--- src/hdl/cptr_pkg.sv ---
// package for the call progress tx gain and ring delay register bank
package cptr_pkg;
	localparam logic [7:0] CPTR_ADDR_TX_GAIN   = 8'h15;
	localparam logic [7:0] CPTR_ADDR_RING_CHK  = 8'h16;
	localparam logic [7:0] CPTR_TX_GAIN_RESET  = 8'h40;
	localparam logic [7:0] CPTR_RING_CHK_RESET = 8'h00;
	localparam logic [7:0] CPTR_TX_UNITY       = 8'h40;
	localparam logic [7:0] CPTR_TX_MUTE        = 8'h00;
	localparam int CPTR_DLY_MSB = 7;
	localparam int CPTR_DLY_LSB = 6;
	localparam int CPTR_RMX_MSB = 5;
	localparam int CPTR_GAIN_SHIFT = 6;
	localparam int CPTR_OUT_MAX = 32767;
	localparam int CPTR_OUT_MIN = -32768;
	localparam int CPTR_CLK_HZ = 40_000_000;
	localparam int CPTR_DLY_STEP_MS = 256;
	localparam int CPTR_RMX_STEP_US = 2000;
	localparam int CPTR_DLY_STEP_CYC = CPTR_CLK_HZ / 1000 * CPTR_DLY_STEP_MS;
	localparam int CPTR_RMX_STEP_CYC = CPTR_CLK_HZ / 1000000 * CPTR_RMX_STEP_US;

	typedef struct packed {
		logic [7:0] addr;
		logic [7:0] wdata;
		logic       wr;
		logic       rd;
	} cptr_bus_type;

	typedef enum logic [1:0] {
		CPTR_IDLE  = 2'b00,
		CPTR_QUAL  = 2'b01,
		CPTR_DELAY = 2'b11,
		CPTR_VALID = 2'b10
	} cptr_state_type;
endpackage : cptr_pkg

--- src/hdl/cptr_regs.sv ---
// register bank: monitor tx gain and ring delay / ring interval check
`timescale 1ns/10ps
// Behaviour
// [RQ1] tx monitor gain linear in code over 64
// [RQ2] code 0x40 unity, 0xFF about plus 12 dB
// [RQ3] zero code mutes tx monitor contribution
// [RQ4] delay valid ring by selected delay code
// [RQ5] delay codes 000 none, 001 256ms, 010 512ms
// [RQ6] ring invalid when interval timer exceeds maximum
// [RQ7] delay code msb comes from input pin
// [RQ8] registers read back last written value
module cptr_regs
	import cptr_pkg::*;
#(
	parameter int DLY_STEP_CYC = CPTR_DLY_STEP_CYC,
	parameter int RMX_STEP_CYC = CPTR_RMX_STEP_CYC,
	parameter logic [5:0] RING_START = 6'h3F
) (
	// clock, reset, enable
	input  wire logic         mclk,
	input  wire logic         rst,
	input  wire logic         clkEn,
	// register port
	input  wire cptr_bus_type bus,
	output logic [7:0]        rdData,
	// tx monitor path
	input  wire logic signed [15:0] txSample,
	output logic signed [15:0]      callProgressMonitorOut,
	// ring qualification
	input  wire logic         ringDelayMsb,
	input  wire logic         lineEvent,
	input  wire logic         ringDetected,
	output logic              ringValid,
	output logic              ringInvalid
);
	logic [7:0]         txGain_reg;
	logic [7:0]         ringChk_reg;
	cptr_state_type     state_reg;
	cptr_state_type     state_next;
	logic [5:0]         ivTimer_reg;
	logic [31:0]        stepCnt_reg;
	logic [31:0]        dlyCnt_reg;
	logic [31:0]        dlyTarget;
	logic [2:0]         dlyCode;
	logic signed [24:0] prod;
	logic               tick;
	logic               wrGain;
	logic               wrRing;
	logic               rdGain;
	logic               rdRing;
	logic               tooLong;
	logic               delayDone;

	// true when a strobe addresses the given register
	function automatic logic hits(
		input logic       strobe,
		input logic [7:0] addr,
		input logic [7:0] target
	);
		return strobe && (addr == target);
	endfunction : hits

	// scale back by 64 and clip to the 16-bit output range
	function automatic logic signed [15:0] clip(
		input logic signed [24:0] p
	);
		logic signed [24:0] scaled;
		scaled = p >>> CPTR_GAIN_SHIFT;
		if (scaled > 25'(CPTR_OUT_MAX))
			return 16'(CPTR_OUT_MAX);
		else if (scaled < 25'(CPTR_OUT_MIN))
			return 16'(CPTR_OUT_MIN);
		else
			return 16'(scaled);
	endfunction : clip

	// delay code to cycles; codes above 010 are clamped to 512 ms
	function automatic logic [31:0] delayCycles(
		input logic [2:0] code
	);
		unique case (code)
			3'h0:    return 32'h0; // [RQ5]
			3'h1:    return 32'(DLY_STEP_CYC); // [RQ5]
			default: return 32'(2 * DLY_STEP_CYC); // [RQ5]
		endcase
	endfunction : delayCycles

	// register port decode
	assign wrGain = hits(clkEn && bus.wr, bus.addr, CPTR_ADDR_TX_GAIN);
	assign wrRing = hits(clkEn && bus.wr, bus.addr, CPTR_ADDR_RING_CHK);
	assign rdGain = hits(bus.rd, bus.addr, CPTR_ADDR_TX_GAIN);
	assign rdRing = hits(bus.rd, bus.addr, CPTR_ADDR_RING_CHK);

	// gain register
	always_ff @(posedge mclk) begin
		if (rst)
			txGain_reg <= CPTR_TX_GAIN_RESET;
		else if (wrGain)
			txGain_reg <= bus.wdata; // [RQ8]
	end

	// ring check register
	always_ff @(posedge mclk) begin
		if (rst)
			ringChk_reg <= CPTR_RING_CHK_RESET;
		else if (wrRing)
			ringChk_reg <= bus.wdata; // [RQ8]
	end

	// read data one cycle after strobe, zero otherwise
	always_ff @(posedge mclk) begin
		if (rst)
			rdData <= 8'h00;
		else if (clkEn) begin
			if (rdGain)
				rdData <= txGain_reg; // [RQ8]
			else if (rdRing)
				rdData <= ringChk_reg; // [RQ8]
			else
				rdData <= 8'h00;
		end
	end

	// gain = code/64, so 0x40 is unity and 0x00 gives zero
	assign prod = 25'(txSample) *
		25'($signed({1'b0, txGain_reg})); // [RQ1] [RQ2]

	// monitor output, saturated rather than wrapped
	always_ff @(posedge mclk) begin
		if (rst)
			callProgressMonitorOut <= 16'sh0000;
		else if (clkEn) begin
			if (txGain_reg == CPTR_TX_MUTE)
				callProgressMonitorOut <= 16'sh0000; // [RQ3]
			else
				callProgressMonitorOut <= clip(prod); // [RQ1] [RQ2]
		end
	end

	assign dlyCode = {ringDelayMsb,
		ringChk_reg[CPTR_DLY_MSB:CPTR_DLY_LSB]}; // [RQ4] [RQ7]

	assign dlyTarget = delayCycles(dlyCode); // [RQ5]

	// 2 ms tick for the interval timer
	assign tick = (stepCnt_reg == 32'(RMX_STEP_CYC - 1));

	// tick prescaler, restarted by each line event
	always_ff @(posedge mclk) begin
		if (rst)
			stepCnt_reg <= 32'h0;
		else if (clkEn) begin
			if (lineEvent || tick)
				stepCnt_reg <= 32'h0;
			else
				stepCnt_reg <= stepCnt_reg + 32'h1;
		end
	end

	// interval timer loaded on line event, decremented each tick until it holds at zero
	always_ff @(posedge mclk) begin
		if (rst)
			ivTimer_reg <= 6'h00;
		else if (clkEn) begin
			if (lineEvent)
				ivTimer_reg <= RING_START; // [RQ6]
			else if (tick && ivTimer_reg != 6'h00)
				ivTimer_reg <= ivTimer_reg - 6'h01; // [RQ6]
		end
	end

	// event arrived while the timer is still above the maximum
	assign tooLong = lineEvent &&
		(ivTimer_reg > ringChk_reg[CPTR_RMX_MSB:0]); // [RQ6]

	assign delayDone = (dlyCnt_reg >= dlyTarget); // [RQ4]

	// qualification, delay and valid sequence
	always_comb begin
		state_next = state_reg;
		unique case (state_reg)
			CPTR_IDLE: begin
				if (lineEvent)
					state_next = CPTR_QUAL;
			end
			CPTR_QUAL: begin
				if (tooLong)
					state_next = CPTR_IDLE; // [RQ6]
				else if (ringDetected)
					state_next = CPTR_DELAY;
			end
			CPTR_DELAY: begin
				if (delayDone)
					state_next = CPTR_VALID; // [RQ4]
			end
			CPTR_VALID: begin
				if (!ringDetected)
					state_next = CPTR_IDLE;
			end
		endcase
	end

	always_ff @(posedge mclk) begin
		if (rst)
			state_reg <= CPTR_IDLE;
		else if (clkEn)
			state_reg <= state_next;
	end

	// delay counter, cleared while qualifying
	always_ff @(posedge mclk) begin
		if (rst)
			dlyCnt_reg <= 32'h0;
		else if (clkEn) begin
			if (state_reg == CPTR_QUAL)
				dlyCnt_reg <= 32'h0;
			else if (state_reg == CPTR_DELAY && !delayDone)
				dlyCnt_reg <= dlyCnt_reg + 32'h1; // [RQ4]
		end
	end

	// valid level follows the valid state
	always_ff @(posedge mclk) begin
		if (rst)
			ringValid <= 1'b0;
		else if (clkEn)
			ringValid <= (state_next == CPTR_VALID); // [RQ4]
	end

	// one-cycle invalid pulse
	always_ff @(posedge mclk) begin
		if (rst)
			ringInvalid <= 1'b0;
		else if (clkEn)
			ringInvalid <= (state_reg == CPTR_QUAL) && tooLong; // [RQ6]
	end
endmodule : cptr_regs

--- config.mk ---
export PLATFORM = sky130hd
export DESIGN_NAME = cptr_regs
export DESIGN_NICKNAME = d
export VERILOG_FILES = /design/src/hdl/cptr_pkg.sv /design/src/hdl/cptr_regs.sv
export SDC_FILE = /design/constraint.sdc
export NUM_CORES = 1
export LEC_CHECK = 0
export BUFFER_PORTS_ARGS = -buffer_cell sky130_fd_sc_hd__buf_2
export CORE_ASPECT_RATIO = 2
export CORE_MARGIN = 2
export CORE_UTILIZATION = 50
export DETAILED_ROUTE_END_ITERATION = 6
export PLACE_DENSITY = 0.71
export SYNTH_ARGS = -nofsm -noshare
export SYNTH_HDL_FRONTEND = slang
export SYNTH_SLANG_ARGS = --single-unit
--- constraint.sdc ---
create_clock -name mclk -period 9.85 [get_ports mclk]
set_input_delay 0.985 -clock mclk [delete_from_list [all_inputs] [get_ports mclk]]
set_output_delay 0.985 -clock mclk [all_outputs]
set_load 0.01 [all_outputs]
Word level (Yosys, flattened, before mapping)
Index checks and enable logic that the tools add are counted.
{ "totals": {"wordCells": 62, "latchBits": 0, "input_bits": 40, "ram_bits": 0, "out_inout_bits": 26, "romBits": 0, "ff_bits": 114, "n_memories": 0} }
{ "op_classes": {"eq_ne": 8, "shift": 0, "multipliers": 1, "n_mux": 17, "n_bitwise": 0, "n_reduce_logical": 19, "n_addsub": 3, "div_mod_pow": 0, "n_lt_le_gt_ge": 4} }
{ "op_table": {"columns": ["operator", "count"], "rows": [
  ["32-bit 2-to-1 mux", 3],
  ["32-bit by 1-bit adder with 32-bit output (second input constant)", 2],
  ["25-bit one-hot mux with 2 select lines", 1],
  ["16-bit 2-to-1 mux", 3],
  ["32-bit by 17-bit equality test with 1-bit output (second input constant)", 1],
  ["32-bit >= comparator", 1],
  ["16-bit by 9-bit multiplier with 25-bit output", 1],
  ["19-bit by 16-bit greater-than comparator with 1-bit output (second input constant)", 1],
  ["19-bit by 16-bit < comparator with 1-bit output (second input constant)", 1],
  ["8-bit by 5-bit equality test with 1-bit output (second input constant)", 2],
  ["8-bit 2-to-1 mux", 2],
  ["6-bit 2-to-1 mux", 2],
  ["2-bit 2-to-1 mux", 5],
  ["1-bit logical AND", 9],
  ["8-bit zero test", 1],
  ["2-bit one-hot mux with 4 select lines", 1],
  ["2-bit equality test (second input constant)", 3],
  ["6-bit greater-than comparator", 1],
  ["6-bit nonzero test", 1],
  ["6-bit by 1-bit subtractor with 6-bit output (second input constant)", 1],
  ["2-bit AND reduction", 2],
  ["2-bit nonzero test", 2],
  ["3-bit by 1-bit equality test with 1-bit output (second input constant)", 1],
  ["3-bit zero test", 1],
  ["other kinds (4)", 4]
]} }

Logic depth before layout (Yosys ltp)
{ "logic_depth": {"depth_word": 7, "ltp_mapped": 21, "ltp_nobuf": 18} }

Worst setup path after synthesis
Ideal clock, no wire load.
{ "synth_path": {"path_kind": "input to register", "start": "in txSample[15]", "end": "reg callProgressMonitorOut[10]", "required_time_ns": 9.728, "arrival_ns": 5.314, "setup_ns": 0.122, "n_path_buf": 1, "path_stages": 17, "setup_slack_ns": 4.414, "path_cell_list": "and2_1 -> fa_1 -> inv_1 -> fa_1 -> fa_1 -> fa_1 -> inv_1 -> ha_1 -> and2_1 -> nand3_1 -> o22ai_1 -> nor2_1 -> o31ai_4 -> xor2_1 -> o32ai_2 -> buf_6 -> a221o_1"} }
{ "synth_via": {"elab_chain_len": 5, "word_cells_on_any_way": 6, "classes_between": "mul (1); order compare (2); mux (3)"} }
{ "synth_lines": {"columns": ["item", "line", "rtl"], "rows": [
  ["start: declaration", "cptr_regs.sv:27", "input wire logic signed [15:0] txSample,"],
  ["16-bit by 9-bit multiplier with 25-bit output *", "cptr_regs.sv:125", "assign prod = 25'(txSample) *"],
  ["19-bit by 16-bit < comparator with 1-bit output", "cptr_regs.sv:71", "else if (scaled < 25'(CPTR_OUT_MIN))"],
  ["16-bit 2-to-1 mux", "cptr_regs.sv:71", null],
  ["16-bit 2-to-1 mux *", "cptr_regs.sv:69", "if (scaled > 25'(CPTR_OUT_MAX))"],
  ["16-bit 2-to-1 mux *", "cptr_regs.sv:133", "if (txGain_reg == CPTR_TX_MUTE)"],
  ["end signal: assignment", "cptr_regs.sv:136", "callProgressMonitorOut <= clip(prod);"],
  ["end: declaration", "cptr_regs.sv:28", "output logic signed [15:0] callProgressMonitorOut,"]
]} }
Mark *: on every way between the ends. The rest lies on a longest branch, timed or not.
A chain may end at the register's enable or synchronous reset.

Worst setup path after layout
{ "layout_path": {"start": "reg txGain_reg[2]", "end": "reg callProgressMonitorOut[8]"} }
{ "layout_via": {"elab_chain_len": 5, "word_cells_on_any_way": 7, "classes_between": "mul (1); order compare (2); mux (3); reduce/logical (1)"} }
{ "layout_lines": {"columns": ["item", "line", "rtl"], "rows": [
  ["start: declaration", "cptr_regs.sv:36", "logic [7:0] txGain_reg;"],
  ["start signal: assignment", "cptr_regs.sv:99", "txGain_reg <= bus.wdata;"],
  ["16-bit by 9-bit multiplier with 25-bit output", "cptr_regs.sv:125", null],
  ["19-bit by 16-bit < comparator with 1-bit output", "cptr_regs.sv:71", null],
  ["16-bit 2-to-1 mux", "cptr_regs.sv:71", null],
  ["16-bit 2-to-1 mux", "cptr_regs.sv:69", null],
  ["16-bit 2-to-1 mux *", "cptr_regs.sv:133", null]
]} }
Marked as above.

==> run_results.csv <==
group,metric,value,unit
outcome,outcome,"finished, final reports clean",
sta,worst_pin_slew,1.18,ns
power_and_ir_drop,combPwrFrac,0.109,
power_and_ir_drop,p_seq_frac,0.397,
sta,clock.fmax,165,MHz
synthesis,synth.distinct_cells,57,
clock_tree,clock_sinks,114,
sta,period_share,0.615,
synthesis,synth-compound-area-share,0.0910,
synthesis,yosys.area_share.simple,0.218,
setup_path,path_cells,"nand2_1, fa_1, inv_1, fa_1, fa_1, inv_1, fa_1, inv_1, ha_1, a21oi_1, o21a_1, o22ai_1, nor2_1, o31ai_4, xor2_1, a311oi_2, a221o_1",
synthesis,post-synth-top-count-cell,"inv_1",
sta,min_period,6.06,ns
clock_tree,clkLatencyLatePin,0.42,ns
grt,antenna_found_initial,0,
place,placed_area,10200,sq um
grt,grt_pass1_vias,8251,
clock_tree,htreeDepth,4,
clock_tree,cts_inserted_buffers,17,
sta,setup_violations,0,
synthesis,synthXorXnorAreaFrac,0.0694,
setup_path,reg2regPathDepth,17,
drt,vias,7822,
synthesis,yosysWarnings,0,
run,max_cap_viol_count,0,
place,dp_hpwl,18700,um
worst_hold_path,holdPathStages,1,
die,start_util,0.506,
grt,grt_max_degree,41,
setup_path,cp-end-kind,"flip-flop",
synthesis,synth_area_per_cell,8.75,sq um
power_and_ir_drop,switching_share,0.259,
synthesis,synthMuxAreaShare,0.0185,
clock_tree,hold_buffers,0,
power_and_ir_drop,pwr-share-clk,0.495,
setup_path,reg2reg_from,"txGain_reg[2]$_SDFFE_PP0P_",
synthesis,yosys.area.top_type,"dfxtp_1",
synthesis,synthCells,1110,
drt,post-route-drc-count,0,
setup_path,critical_path.max_fanout,19,
layout,layout-drive-gt1-share,0.0977,
setup_path,startpoint_type,"flip-flop",
layout,diodes,0,
synthesis,synthAdderAreaFrac,0.292,
sta,fin_tns_setup,0,ns
synthesis,synth_edf_count,0,
grt,grt_pass1_wl,39600,um
clock_tree,clk_path_buf_depth,2,
setup_path,crit_top_cell,"fa_1",
synthesis,synth-seq-cells,114,
synthesis,synth_nets,1316,
drt,drt-total-wl,24300,um
drt,routedWlPerCell,16.9,um
synthesis,synth-seq-area-share,0.235,
die,die_area,20600,sq um
die,num_io_pins,66,
sta,rsz0062_at_grt,"no",
power_and_ir_drop,p_switching,0.316,mW
die,dieWidth,103,um
synthesis,syn_area,9720,sq um
clock_tree,ctsResizeCount,0,
setup_path,critPathMaxStageDelay,0.90,ns
drt,detail_route.iter0.violations,237,
synthesis,synthArstFlopShare,0,
place,place_congestion,0.957,
setup_path,path_class,"reg2reg",
sta,finalHoldViolCount,0,
die,rows,72,
setup_path,crit_arrival,6.40,ns
worst_hold_path,hold_class,"reg2reg",
drt,drt-vias-per-instance,5.45,
layout,final_nets,1370,
clock_tree,clk_pin_slew_worst_paths,0.06,ns
worst_hold_path,worstHoldStart,"dlyCnt_reg[27]$_SDFFE_PP0P_",
drt,postRouteAntennaNets,0,
die,die_h,201,um
power_and_ir_drop,ir_drop,0.109,mV
layout,stdcell_count,1436,
drt,first_pass_iters,5,
sta,final_max_slew_viol_count,0,
clock_tree,cts_root_buf,"clkbuf_16",
setup_path,crit_slowest_cell,"dfxtp_1",
layout,syn_to_final_growth,11.4,%
layout,design_area,10800,sq um
setup_path,crit_required,10.20,ns
synthesis,synthTopCellsByCount,"157 x inv_1, 119 x nor2_1, 114 x dfxtp_1",
synthesis,synth_top_area_frac,0.235,
synthesis,synth-main-ff-cell,"dfxtp_1",
place,dpl.cell_count,1404,
clock_tree,cts_setup_buffers,0,
sta,max_slew_margin,0.211,
sta,finClkSkew,0.0134,ns
die,core,19200,sq um
layout,fillers,1776,
synthesis,synth_top_family_by_area,"adder cells",
grt,gr-total-overflow,0,
clock_tree,cts_tree,"built",
setup_path,startpoint,"txGain_reg[2]$_SDFFE_PP0P_",
power_and_ir_drop,internal_power,0.904,mW
grt,grt_usage,0.248,
power_and_ir_drop,power.density,113,nW/um^2
synthesis,netlist_top_cells_area,"dfxtp_1 23%, fa_1 21%, ha_1 8.4%",
place,portBuffers,65,
power_and_ir_drop,power_leakage,4.93,nW
[per-layer routing]
| metal | wire (um) | global-route usage |
|---|---|---|
| met5 | 0 | 0 |
| met4 | 1130 | 0.127 |
| met3 | 661 | 0.0320 |
| met2 | 13800 | 0.477 |
| met1 | 8650 | 0.246 |
[layout by cell type (no fill, tap or decap), types with 22 or more instances in the layout]
cell and count:
xor2_1 47, nand2_1 94, and2_1 79, xnor2_1 30, inv_1 157, nor3_1 22
nand3_1 28, nor2_1 119, dfxtp_1 114, buf_2 65, nand4_1 25, ha_1 65
a21oi_1 32, fa_1 101
[metrics by stage]
step	hold WS, ns	worst slack, ns	utilization	total power, mW
after global placement	0.435	3.68	0.534	0.623
after detailed placement	0.436	3.66	0.534	0.626
final	0.446	3.79	0.564	1.22
after CTS	0.453	3.78	0.564	1.23
after global routing	0.471	3.33	0.564	1.26
after floorplan	0.420	4.41	-	0.578
[worst max-delay path: cells and delay by family (launching register included)]
family	cells	cell delay, ns
buf+inv	3	0.22
compound gates	6	1.62
xor+xnor	1	0.21
flops	1	0.90
fa+ha+maj	5	2.58
simple gates	2	0.42
[power by group through the flow]
stage	sequential (mW)	combinational, mW	clock (mW)
after global routing	0.485	0.149	0.630
after global placement	0.493	0.130	0
after floorplan	0.495	0.0828	0
final	0.484	0.132	0.603
after CTS	0.484	0.134	0.610
after detailed placement	0.493	0.133	0
[cell families after synthesis]
| family | count (synthesis) |
|---|---|
| fa+ha+maj | 166 |
| flops | 114 |
| mux | 18 |
| buf+inv | 190 |
| simple gates | 427 |
| xor+xnor | 77 |
| compound gates | 118 |
[final cells by class]
class | instances | area, sq um | area share
Multi-Input combinational cell | 806 | 6700 | 0.619
Timing Repair Buffer | 68 | 348 | 0.0321
Tap cell | 259 | 324 | 0.0299
Sequential cell | 114 | 2280 | 0.211
Inverter | 157 | 589 | 0.0545
Clock inverter | 12 | 134 | 0.0124
Clock buffer | 20 | 447 | 0.0413
[path summary, 6_finish.rpt]
path | end | slack (ns)
worst max-delay path | callProgressMonitorOut[8]$_SDFFE_PP0P_ | 3.79
worst max register to register | callProgressMonitorOut[8]$_SDFFE_PP0P_ | 3.79
worst min register to register | dlyCnt_reg[27]$_SDFFE_PP0P_ | 0.45
worst min-delay path | dlyCnt_reg[27]$_SDFFE_PP0P_ | 0.45
Power figures use the tool's default switching activity.
